==> src/pat_regs.svh <==
// Purpose: offsets, field positions, reset values and timing counts of the trim bank
// Assumes: register indices are word indices; byte address is index times four
// Notes:   included by both modules and by the bench
`ifndef PAT_REGS_SVH
`define PAT_REGS_SVH

`define PAT_ADR_W           16
`define PAT_IDX_AMP         16'h030D
`define PAT_IDX_TERM        16'h030E
`define PAT_IDX_ANA         16'h0404
`define PAT_IDX_RX          16'h040D
`define PAT_IDX_GEN         16'h0456

`define PAT_RST_AMP         16'h0410
`define PAT_RST_TERM        16'h0000
`define PAT_RST_ANA         16'h0080
`define PAT_RST_RX          16'h0000
`define PAT_RST_GEN         16'h0008

// writable bits; termination bits 1-0 are read-only zero
`define PAT_WMASK_ALL       16'hFFFF
`define PAT_WMASK_TERM      16'hFFFC

`define PAT_AMP_LSB         0
`define PAT_AMP_W           6
`define PAT_TERM_S_LSB      12
`define PAT_TERM_S_EN       11
`define PAT_TERM_X_LSB      7
`define PAT_TERM_X_EN       6
`define PAT_TERM_W          4
`define PAT_RX_LSB          0
`define PAT_RX_W            5
`define PAT_GEN_SHORT_BIT   3

`define PAT_CLK_NS          10
`define PAT_GAP_SHORT_NS    120
`define PAT_GAP_LONG_NS     200
`define PAT_GAP_SHORT_CYC   ((`PAT_GAP_SHORT_NS + `PAT_CLK_NS - 1) / `PAT_CLK_NS)
`define PAT_GAP_LONG_CYC    ((`PAT_GAP_LONG_NS + `PAT_CLK_NS - 1) / `PAT_CLK_NS)

`endif

==> src/pat_pkg.sv <==
// Purpose: shared types of the trim bank
// Assumes: pat_regs.svh supplies the numbers
// Notes:   state of each module is one packed struct
package pat_pkg;

  typedef enum logic [2:0] {
    PAT_R_NONE = 3'b000,
    PAT_R_AMP  = 3'b001,
    PAT_R_TERM = 3'b010,
    PAT_R_ANA  = 3'b011,
    PAT_R_RX   = 3'b100,
    PAT_R_GEN  = 3'b101
  } pat_reg_type;

  typedef enum logic {
    PAT_GAP_IDLE = 1'b0,
    PAT_GAP_HOLD = 1'b1
  } pat_gap_type;

  typedef struct packed {
    logic        ack;
    logic [15:0] rdat;
    logic [15:0] amp;
    logic [15:0] term;
    logic [15:0] ana;
    logic [15:0] rx;
    logic [15:0] gen;
    logic [3:0]  term_s_app;
    logic [3:0]  term_x_app;
  } pat_bank_type;

  typedef struct packed {
    pat_gap_type st;
    logic [7:0]  cnt;
    logic        active;
  } pat_timer_type;

endpackage : pat_pkg

==> src/pat_gap_timer.sv <==
// Purpose: holds off the next frame for the inter-packet gap after a frame ends
// Assumes: frame_end_i is a one-cycle pulse from logic on clk_i
// Notes:   a frame end during a running gap is ignored, the gap is not stretched
`timescale 1ns/1ps
`include "pat_regs.svh"

module pat_gap_timer #(
  parameter logic [7:0] SHORT_CYC = 8'(`PAT_GAP_SHORT_CYC),
  parameter logic [7:0] LONG_CYC  = 8'(`PAT_GAP_LONG_CYC)
) (
  input  wire logic clk_i,
  input  wire logic rst_i,
  input  wire logic short_i,
  input  wire logic frame_end_i,
  output logic      gap_active_o
);
  import pat_pkg::*;

  pat_timer_type t_r;
  pat_timer_type t_nxt;

  always_comb
  begin
    t_nxt = t_r;
    unique case (t_r.st)
      PAT_GAP_IDLE:
      begin
        if (frame_end_i)
        begin
          t_nxt.st     = PAT_GAP_HOLD;
          t_nxt.cnt    = short_i ? SHORT_CYC : LONG_CYC;
          t_nxt.active = 1'b1;
        end
      end
      PAT_GAP_HOLD:
      begin
        t_nxt.cnt = t_r.cnt - 8'h01;
        if (t_r.cnt == 8'h01)
        begin
          t_nxt.st     = PAT_GAP_IDLE;
          t_nxt.active = 1'b0;
        end
      end
    endcase
  end

  always_ff @(posedge clk_i)
  begin
    if (rst_i)
      t_r <= '{st: PAT_GAP_IDLE, cnt: 8'h00, active: 1'b0};
    else
      t_r <= t_nxt;
  end

  assign gap_active_o = t_r.active;

  // helper: length of each gap and the length it was meant to have
  logic [7:0] run_r;
  logic [7:0] want_r;
  always_ff @(posedge clk_i)
  begin
    if (rst_i)
    begin
      run_r  <= 8'h00;
      want_r <= 8'h00;
    end
    else if (t_r.st == PAT_GAP_IDLE && frame_end_i)
    begin
      run_r  <= 8'h00;
      want_r <= short_i ? SHORT_CYC : LONG_CYC;
    end
    else if (t_r.active)
      run_r <= run_r + 8'h01;
  end
endmodule : pat_gap_timer

==> src/pat_trim_bank.sv <==
// Purpose: analog trim and gap option registers behind a classic Wishbone slave
// Assumes: single clock, synchronous active-high reset, 32-bit bus, 16-bit registers
// Notes:   one wait state: ack follows the request by one cycle, writes land on the ack edge
// Behaviour
// - six-bit plus-one amplitude, straight pairs, resets 10h, codes 08h-18h
// - four-bit straight 10M termination value in bits 15-12, resets zero
// - straight termination value applied only while enable bit 11 is one
// - four-bit crossed 10M termination value in bits 10-7, resets zero
// - crossed termination value applied only while enable bit 6 is one
// - five-bit 10M receive comparator level in bits 4-0, resets zero
// - short gap enable bit 3 resets one: 120 ns gap, else 200 ns
`timescale 1ns/1ps
`include "pat_regs.svh"

module pat_trim_bank (
  input  wire logic                   clk_i,
  input  wire logic                   rst_i,
  input  wire logic                   wb_cyc_i,
  input  wire logic                   wb_stb_i,
  input  wire logic                   wb_we_i,
  input  wire logic [`PAT_ADR_W-1:0]  wb_adr_i,
  input  wire logic [3:0]             wb_sel_i,
  input  wire logic [31:0]            wb_dat_i,
  output logic      [31:0]            wb_dat_o,
  output logic                        wb_ack_o,
  input  wire logic                   frame_end_i,
  output logic                        gap_active_o,
  output logic      [`PAT_AMP_W-1:0]  plus_one_level_straight_o,
  output logic      [`PAT_TERM_W-1:0] term_value_straight_10m_o,
  output logic                        term_override_straight_10m_en_o,
  output logic      [`PAT_TERM_W-1:0] term_value_crossed_10m_o,
  output logic                        term_override_crossed_10m_en_o,
  output logic      [`PAT_RX_W-1:0]   rx_10m_comparator_level_o,
  output logic                        short_gap_enable_o,
  output logic      [15:0]            analog_driver_reserved_o
);
  import pat_pkg::*;

  localparam pat_bank_type RST_BANK = '{
    ack:        1'b0,
    rdat:       16'h0000,
    amp:        `PAT_RST_AMP,
    term:       `PAT_RST_TERM,
    ana:        `PAT_RST_ANA,
    rx:         `PAT_RST_RX,
    gen:        `PAT_RST_GEN,
    term_s_app: 4'h0,
    term_x_app: 4'h0
  };

  pat_bank_type b_r;
  pat_bank_type b_nxt;

  // word-aligned byte address to register; misaligned or unknown is none
  function automatic pat_reg_type decode(input logic [`PAT_ADR_W-1:0] adr);
    pat_reg_type r;
    r = PAT_R_NONE;
    if (adr == 16'(`PAT_IDX_AMP << 2))
      r = PAT_R_AMP;
    else if (adr == 16'(`PAT_IDX_TERM << 2))
      r = PAT_R_TERM;
    else if (adr == 16'(`PAT_IDX_ANA << 2))
      r = PAT_R_ANA;
    else if (adr == 16'(`PAT_IDX_RX << 2))
      r = PAT_R_RX;
    else if (adr == 16'(`PAT_IDX_GEN << 2))
      r = PAT_R_GEN;
    return r;
  endfunction : decode

  // byte-lane merge; only lanes 0 and 1 carry register bits
  function automatic logic [15:0] merge(
    input logic [15:0] old,
    input logic [31:0] wdat,
    input logic [3:0]  sel,
    input logic [15:0] wmask
  );
    logic [15:0] m;
    m = {{8{sel[1]}}, {8{sel[0]}}} & wmask;
    return (old & ~m) | (wdat[15:0] & m);
  endfunction : merge

  // gated termination code: zero whenever the override is off
  function automatic logic [3:0] gate_term(input logic en, input logic [3:0] val);
    return en ? val : 4'h0;
  endfunction : gate_term

  logic        req;
  pat_reg_type sel_reg;

  assign req     = wb_cyc_i & wb_stb_i;
  assign sel_reg = decode(wb_adr_i);

  always_comb
  begin
    b_nxt     = b_r;
    b_nxt.ack = 1'b0;
    // ack drops in the cycle after it was given; a request still held after the ack edge is answered again at the next edge
    if (req && !b_r.ack)
    begin
      b_nxt.ack = 1'b1;
      unique case (sel_reg)
        PAT_R_NONE: b_nxt.rdat = 16'h0000;
        PAT_R_AMP:  b_nxt.rdat = b_r.amp;
        PAT_R_TERM: b_nxt.rdat = b_r.term;
        PAT_R_ANA:  b_nxt.rdat = b_r.ana;
        PAT_R_RX:   b_nxt.rdat = b_r.rx;
        PAT_R_GEN:  b_nxt.rdat = b_r.gen;
        default:    b_nxt.rdat = 16'h0000;
      endcase
    end
    // the write lands on the edge where the master sees ack
    if (req && b_r.ack && wb_we_i)
    begin
      unique case (sel_reg)
        PAT_R_NONE: b_nxt.amp = b_r.amp;
        PAT_R_AMP:  b_nxt.amp = merge(b_r.amp, wb_dat_i, wb_sel_i, `PAT_WMASK_ALL);
        PAT_R_TERM: b_nxt.term = merge(b_r.term, wb_dat_i, wb_sel_i, `PAT_WMASK_TERM);
        PAT_R_ANA:  b_nxt.ana = merge(b_r.ana, wb_dat_i, wb_sel_i, `PAT_WMASK_ALL);
        PAT_R_RX:   b_nxt.rx = merge(b_r.rx, wb_dat_i, wb_sel_i, `PAT_WMASK_ALL);
        PAT_R_GEN:  b_nxt.gen = merge(b_r.gen, wb_dat_i, wb_sel_i, `PAT_WMASK_ALL);
        default:    b_nxt.amp = b_r.amp;
      endcase
    end
    // applied codes follow the new register value on the same edge
    b_nxt.term_s_app = gate_term(b_nxt.term[`PAT_TERM_S_EN],
                                 b_nxt.term[`PAT_TERM_S_LSB +: `PAT_TERM_W]);
    b_nxt.term_x_app = gate_term(b_nxt.term[`PAT_TERM_X_EN],
                                 b_nxt.term[`PAT_TERM_X_LSB +: `PAT_TERM_W]);
  end

  always_ff @(posedge clk_i)
  begin
    if (rst_i)
      b_r <= RST_BANK;
    else
      b_r <= b_nxt;
  end

  assign wb_dat_o                        = {16'h0000, b_r.rdat};
  assign wb_ack_o                        = b_r.ack;
  assign plus_one_level_straight_o       = b_r.amp[`PAT_AMP_LSB +: `PAT_AMP_W];
  assign term_value_straight_10m_o       = b_r.term_s_app;
  assign term_override_straight_10m_en_o = b_r.term[`PAT_TERM_S_EN];
  assign term_value_crossed_10m_o        = b_r.term_x_app;
  assign term_override_crossed_10m_en_o  = b_r.term[`PAT_TERM_X_EN];
  assign rx_10m_comparator_level_o       = b_r.rx[`PAT_RX_LSB +: `PAT_RX_W];
  assign short_gap_enable_o              = b_r.gen[`PAT_GEN_SHORT_BIT];
  assign analog_driver_reserved_o        = b_r.ana;

  // the gap length is picked from the live option bit at each frame end that starts a gap
  pat_gap_timer u_gap (
    .clk_i        (clk_i),
    .rst_i        (rst_i),
    .short_i      (b_r.gen[`PAT_GEN_SHORT_BIT]),
    .frame_end_i  (frame_end_i),
    .gap_active_o (gap_active_o)
  );
endmodule : pat_trim_bank

==> config.mk <==
export PLATFORM = sky130hd
export DESIGN_NAME = pat_trim_bank
export DESIGN_NICKNAME = d
export VERILOG_FILES = /design/src/pat_pkg.sv /design/src/pat_gap_timer.sv /design/src/pat_trim_bank.sv
export VERILOG_INCLUDE_DIRS = /design/src
export SDC_FILE = /design/constraint.sdc
export NUM_CORES = 1
export LEC_CHECK = 0
export BUFFER_PORTS_ARGS = -buffer_cell sky130_fd_sc_hd__buf_2
export CAP_MARGIN = 20
export CORE_AREA = 2 2 99 101
export CTS_CLUSTER_SIZE = 30
export DETAILED_ROUTE_END_ITERATION = 10
export DIE_AREA = 0 0 101 103
export PLACE_DENSITY = 0.83
export SLEW_MARGIN = 20
export SYNTH_ARGS = -nofsm -noshare
export SYNTH_HDL_FRONTEND = slang
export SYNTH_SLANG_ARGS = --single-unit
==> constraint.sdc <==
create_clock -name clk_i -period 4.2 [get_ports clk_i]
set_input_delay 1.05 -clock clk_i [delete_from_list [all_inputs] [get_ports clk_i]]
set_output_delay 1.05 -clock clk_i [all_outputs]
set_load 0.005 [all_outputs]
# --- After elaboration in Yosys (flattened, before gate mapping) ---
# Cells that the tools add are included.
totals:
  regBits: 115
  inputBits: 58
  out_inout_bits: 72
  wordCells: 74
op_classes:
  addsub: 1
  n_eq_ne: 13
  muxes: 17
  bitwise_logic: 18
  reduce_logical: 12
op_table:
  columns: ["op", "n"]
  rows:
  - ["$and 16x16->16", 7]
  - ["$or 16x16->16", 5]
  - ["$pmux 16 s5", 1]
  - ["$mux 16", 4]
  - ["$mux 64", 1]
  - ["$eq 16x13->1 const B", 3]
  - ["$eq 16x12->1 const B", 2]
  - ["$not 16->16", 2]
  - ["$pmux 10 s2", 1]
  - ["$mux 17", 1]
  - ["$mux 3", 5]
  - ["$reduce_and 2->1", 6]
  - ["$mux 10", 1]
  - ["$eq 8x1->1 const B", 1]
  - ["$sub 8x1->8 const B", 1]
  - ["$eq 3x2->1 const B", 2]
  - ["$eq 3x3->1 const B", 2]
  - ["$mux 5", 1]
  - ["$ne 2x2->1 const B", 2]
  - ["$reduce_or 2->1", 2]
  - ["$eq 3x1->1 const B", 1]
  - ["$logic_and 1x1->1", 3]
  - ["$not 1->1", 3]
  - ["$mux 1", 2]
  - ["other kinds (2)", 2]

# --- Logic depth before layout (Yosys ltp) ---
logic_depth:
  word_depth: 11
  depth_mapped: 8
  depth_no_buf: 7

# --- By module ---
# A second synthesis with hierarchy kept.
hier_totals:
  hier_cells: 567
  area_unflattened_um2: 5395.2
modules_own_cells:
  columns: ["module", "n_inst", "cells_per_inst", "area_each_um2", "seq_area_each_um2"]
  rows:
  - ["pat_trim_bank", 1, 512, 4892.2, 2062.0]
  - ["pat_gap_timer", 1, 55, 503.0, 200.2]

# --- Worst setup path before layout ---
# No wires, ideal clock.
synth_timing:
  path_type: "input-to-reg"
  start: "input wb_adr_i[1]"
  end: "register b_r (netlist bit term_value_crossed_10m_o[3])"
  setup_time_ns: 0.132
  arrival_time_ns: 2.916
  required_ns: 4.068
  setup_slack_ns: 1.152
  cell_stages: 8
  path_buffers: 3
  path_cell_list: "or4_4 or3_1 buf_6 or3_1 buf_2 buf_6 mux2i_1 nor2_1"
synth_between:
  elab_chain_len: 11
  elab_cells_between_ends: 15
synth_lines:
  columns: ["element", "line_no", "source"]
  rows:
  - ["start: declaration", "pat_trim_bank.sv:21", "input wire logic [`PAT_ADR_W-1:0] wb_adr_i,"]
  - ["$eq 16x13->1", "pat_trim_bank.sv:66", "else if (adr == 16'(`PAT_IDX_GEN << 2))"]
  - ["$mux 3", "pat_trim_bank.sv:66", null]
  - ["$mux 3", "pat_trim_bank.sv:64", "else if (adr == 16'(`PAT_IDX_RX << 2))"]
  - ["$mux 3", "pat_trim_bank.sv:62", "else if (adr == 16'(`PAT_IDX_ANA << 2))"]
  - ["$mux 3", "pat_trim_bank.sv:60", "else if (adr == 16'(`PAT_IDX_TERM << 2))"]
  - ["$mux 3 (*)", "pat_trim_bank.sv:58", "if (adr == 16'(`PAT_IDX_AMP << 2))"]
  - ["$eq 3x2->1 (*)", "pat_trim_bank.sv:115", "unique case (sel_reg)"]
  - ["$mux 16 (*)", "pat_trim_bank.sv:115", null]
  - ["$mux 64 (*)", "pat_trim_bank.sv:113", "if (req && b_r.ack && wb_we_i)"]
  - ["$not 1->1 (no line)", null, null]
  - ["$reduce_or 2->1 (no line)", null, null]
  - ["end signal: assignment", "pat_trim_bank.sv:137", "b_r <= b_nxt;"]
  - ["end: declaration", "pat_trim_bank.sv:51", "pat_bank_type b_r;"]
# Mark *: on every way between the ends. The rest lies on a longest branch, timed or not.
# A chain may end at the register's enable or synchronous reset.

==> qor.yml <==
p_sw_mw: 0.575
cts_tree: "done"
swShare_pct: 22.0
slew_headroom_pct: 31.4
finalCriticalPeriod_ns: 3.08
synth_top_area_share_pct: 43.4
synth_top_cell_by_area: "dfxtp_1"
synth-main-ff-cell: "dfxtp_1"
fp.dieH_um: 103
io_buffers: 95
root_buffer: "clkbuf_8"
synthTopCellsByArea: "dfxtp_1 (43%), mux2i_1 (13%), buf_4 (10%)"
synth_compound_area_share_pct: 12.1
dieArea_mm2: 0.0104
postCtsResizedCells: 0
syn_area_per_cell_um2: 9.47
vias: 4209
drc: 0
yosysMostFrequentCell: "dfxtp_1"
antenna_found_initial: 0
power_density_mw_per_mm2: 446
synthSimpleGateAreaFrac_pct: 18.4
synthAdderAreaFrac_pct: 0.480
ys_ff_latch: 113
ir_drop_mv: 0.276
grt_usage_pct: 23.7
design.core.area_mm2: 0.00946
crit_type: "input port to flop"
cts.path.max_buffers: 2
rows: 36
dpl.hpwl_um: 8090
cp_max_fo: 12
hold_slack_ns: 0.456
setup_viol: 0
grt_max_degree: 104
synthMuxAreaShare_pct: 12.7
grt_pass1_vias: 3924
synth_top_family_by_area: "simple AND/OR/NAND/NOR gates"
fin_util_pct: 62.1
grt_pass1_wl_um: 19100
fin_crit_sh_pct: 73.4
seq_area_frac_synth_pct: 43.4
cp-end-kind: "flop"
initial_utilization_pct: 55.2
top_usage_layer: "met2"
hold_buffers: 0
synthesis.instances: 551
dr.pass1.iters: 9
syn_to_final_growth_pct: 12.5
max_freq_mhz: 324
filler_cell_count: 756
synthTopCellsByCount: "dfxtp_1 (113), nor2_1 (91), buf_4 (70)"
synth_edf_count: 0
async_flop_share_pct: 0
synthXorXnorAreaFrac_pct: 0
drive_gt1_share_pct: 24.9
syn-cell-area_mm2: 0.00522
use_met3_pct: 8.47
post_cts_buffers: 0
maxCapViolCount: 0
clkPwrFrac_pct: 52.9
worstMarginPinSlew_ns: 1.03
yosysWarnings: 0
power_frac_seq_pct: 42.2
setup_ws_ns: 1.12
min_path_type: "flop to flop"
grt.overflow.total: 0
routedWlPerCell_um: 17.4
nNetsFinal: 650
p_leak_nw: 2.35
rsz0062_at_grt: "no"
cts.clk_slew.worst_paths_ns: 0.05
hold_viol_final: 0
slew_violations: 0
use_met1_pct: 28.8
tns_ns: 0
first_iter_violations: 394
numCtsBuffers: 17
clock_sink_count: 113
gp_congestion: 0.812
skew_ns: 0.00720
vias_per_cell: 5.87
final_cells: 717
p_int_mw: 2.04
synthDistinctLibCells: 52
required_ns: 4.56
outcome: "finished clean"
dp_cells: 685
die_w_um: 101
antennaDiodeCount: 0
postRouteAntennaNets: 0
place_ws_ns: 0.658
io-pin-count: 130
cts_max_level: 4
wl_um: 12500
clock_latency_ns: 0.52
startpoint_type: "input port"
use_met2_pct: 38.6
cp.arrival_ns: 3.44
pwr-share-comb_pct: 4.9
-- worst max-delay path, cell delays in order --
cell	delay, ns
buf_2	0.10
or4b_1	0.69
nor4_2	0.40
buf_4	0.29
and3_1	0.59
mux2i_1	0.26
nor2_1	0.05
-- cells by family (layout without fill, tap and decap cells) --
family	after synthesis	after routing
compound gates	81	81
simple gates	186	186
buf+inv	102	139
fa+ha+maj	2	2
flops	113	113
other cells	1	16
mux	66	66
-- routing by layer --
layer / vias up / routed length (µm)
met2: 196 / 5950
met1: 2023 / 5080
li1: 1974 / -
met5: - / 0
met4: 0 / 157
met3: 16 / 1270
-- final cells by class --
cell class	instances	area [µm²]	share of cell area, %
inverters	5	18.8	0.320
clock buffers	23	477	8.12
repair buffers	102	528	8.99
flip-flops and latches	113	2260	38.5
multi-input cells	351	2340	39.8
well taps	114	143	2.43
clock inverters	9	105	1.79
-- layout by cell type, fill, tap and decap left out, drive strengths merged, types with 6 or more instances in the layout --
| master | n |
|---|---|
| clkbuf | 23 |
| nand3 | 20 |
| a222oi | 16 |
| a21oi | 22 |
| a211oi | 14 |
| mux2i | 66 |
| nand2 | 30 |
| a221oi | 16 |
| nor3 | 6 |
| dfxtp | 113 |
| conb | 16 |
| nor2 | 95 |
| buf | 102 |
-- stage by stage --
| step | total power, mW | area, µm² |
|---|---|---|
| global placement | 1.25 | 5290 |
| floorplan | 1.22 | 5270 |
| global route | 2.69 | 5870 |
| detailed placement | 1.25 | 5290 |
| finish | 2.62 | 5870 |
| CTS | 2.62 | 5870 |
-- worst paths after layout --
path           to  slack [ns]         start  depth (start not counted)
min          flop        0.46          flop                          2
max reg2reg  flop        1.85      wb_ack_o                          5
max          flop        1.12  wb_adr_i[11]                          7
min reg2reg  flop        0.46          flop                          2
-- power by group through the flow --
stage                     clock [mW]  combinational (mW)  sequential (mW)
final                           1.39               0.128             1.10
after detailed placement           0               0.127             1.13
after floorplan                    0              0.0961             1.12
after global placement             0               0.122             1.12
after CTS                       1.39               0.127             1.10
after global routing            1.44               0.142             1.10
(Power assumes the default switching activity.)
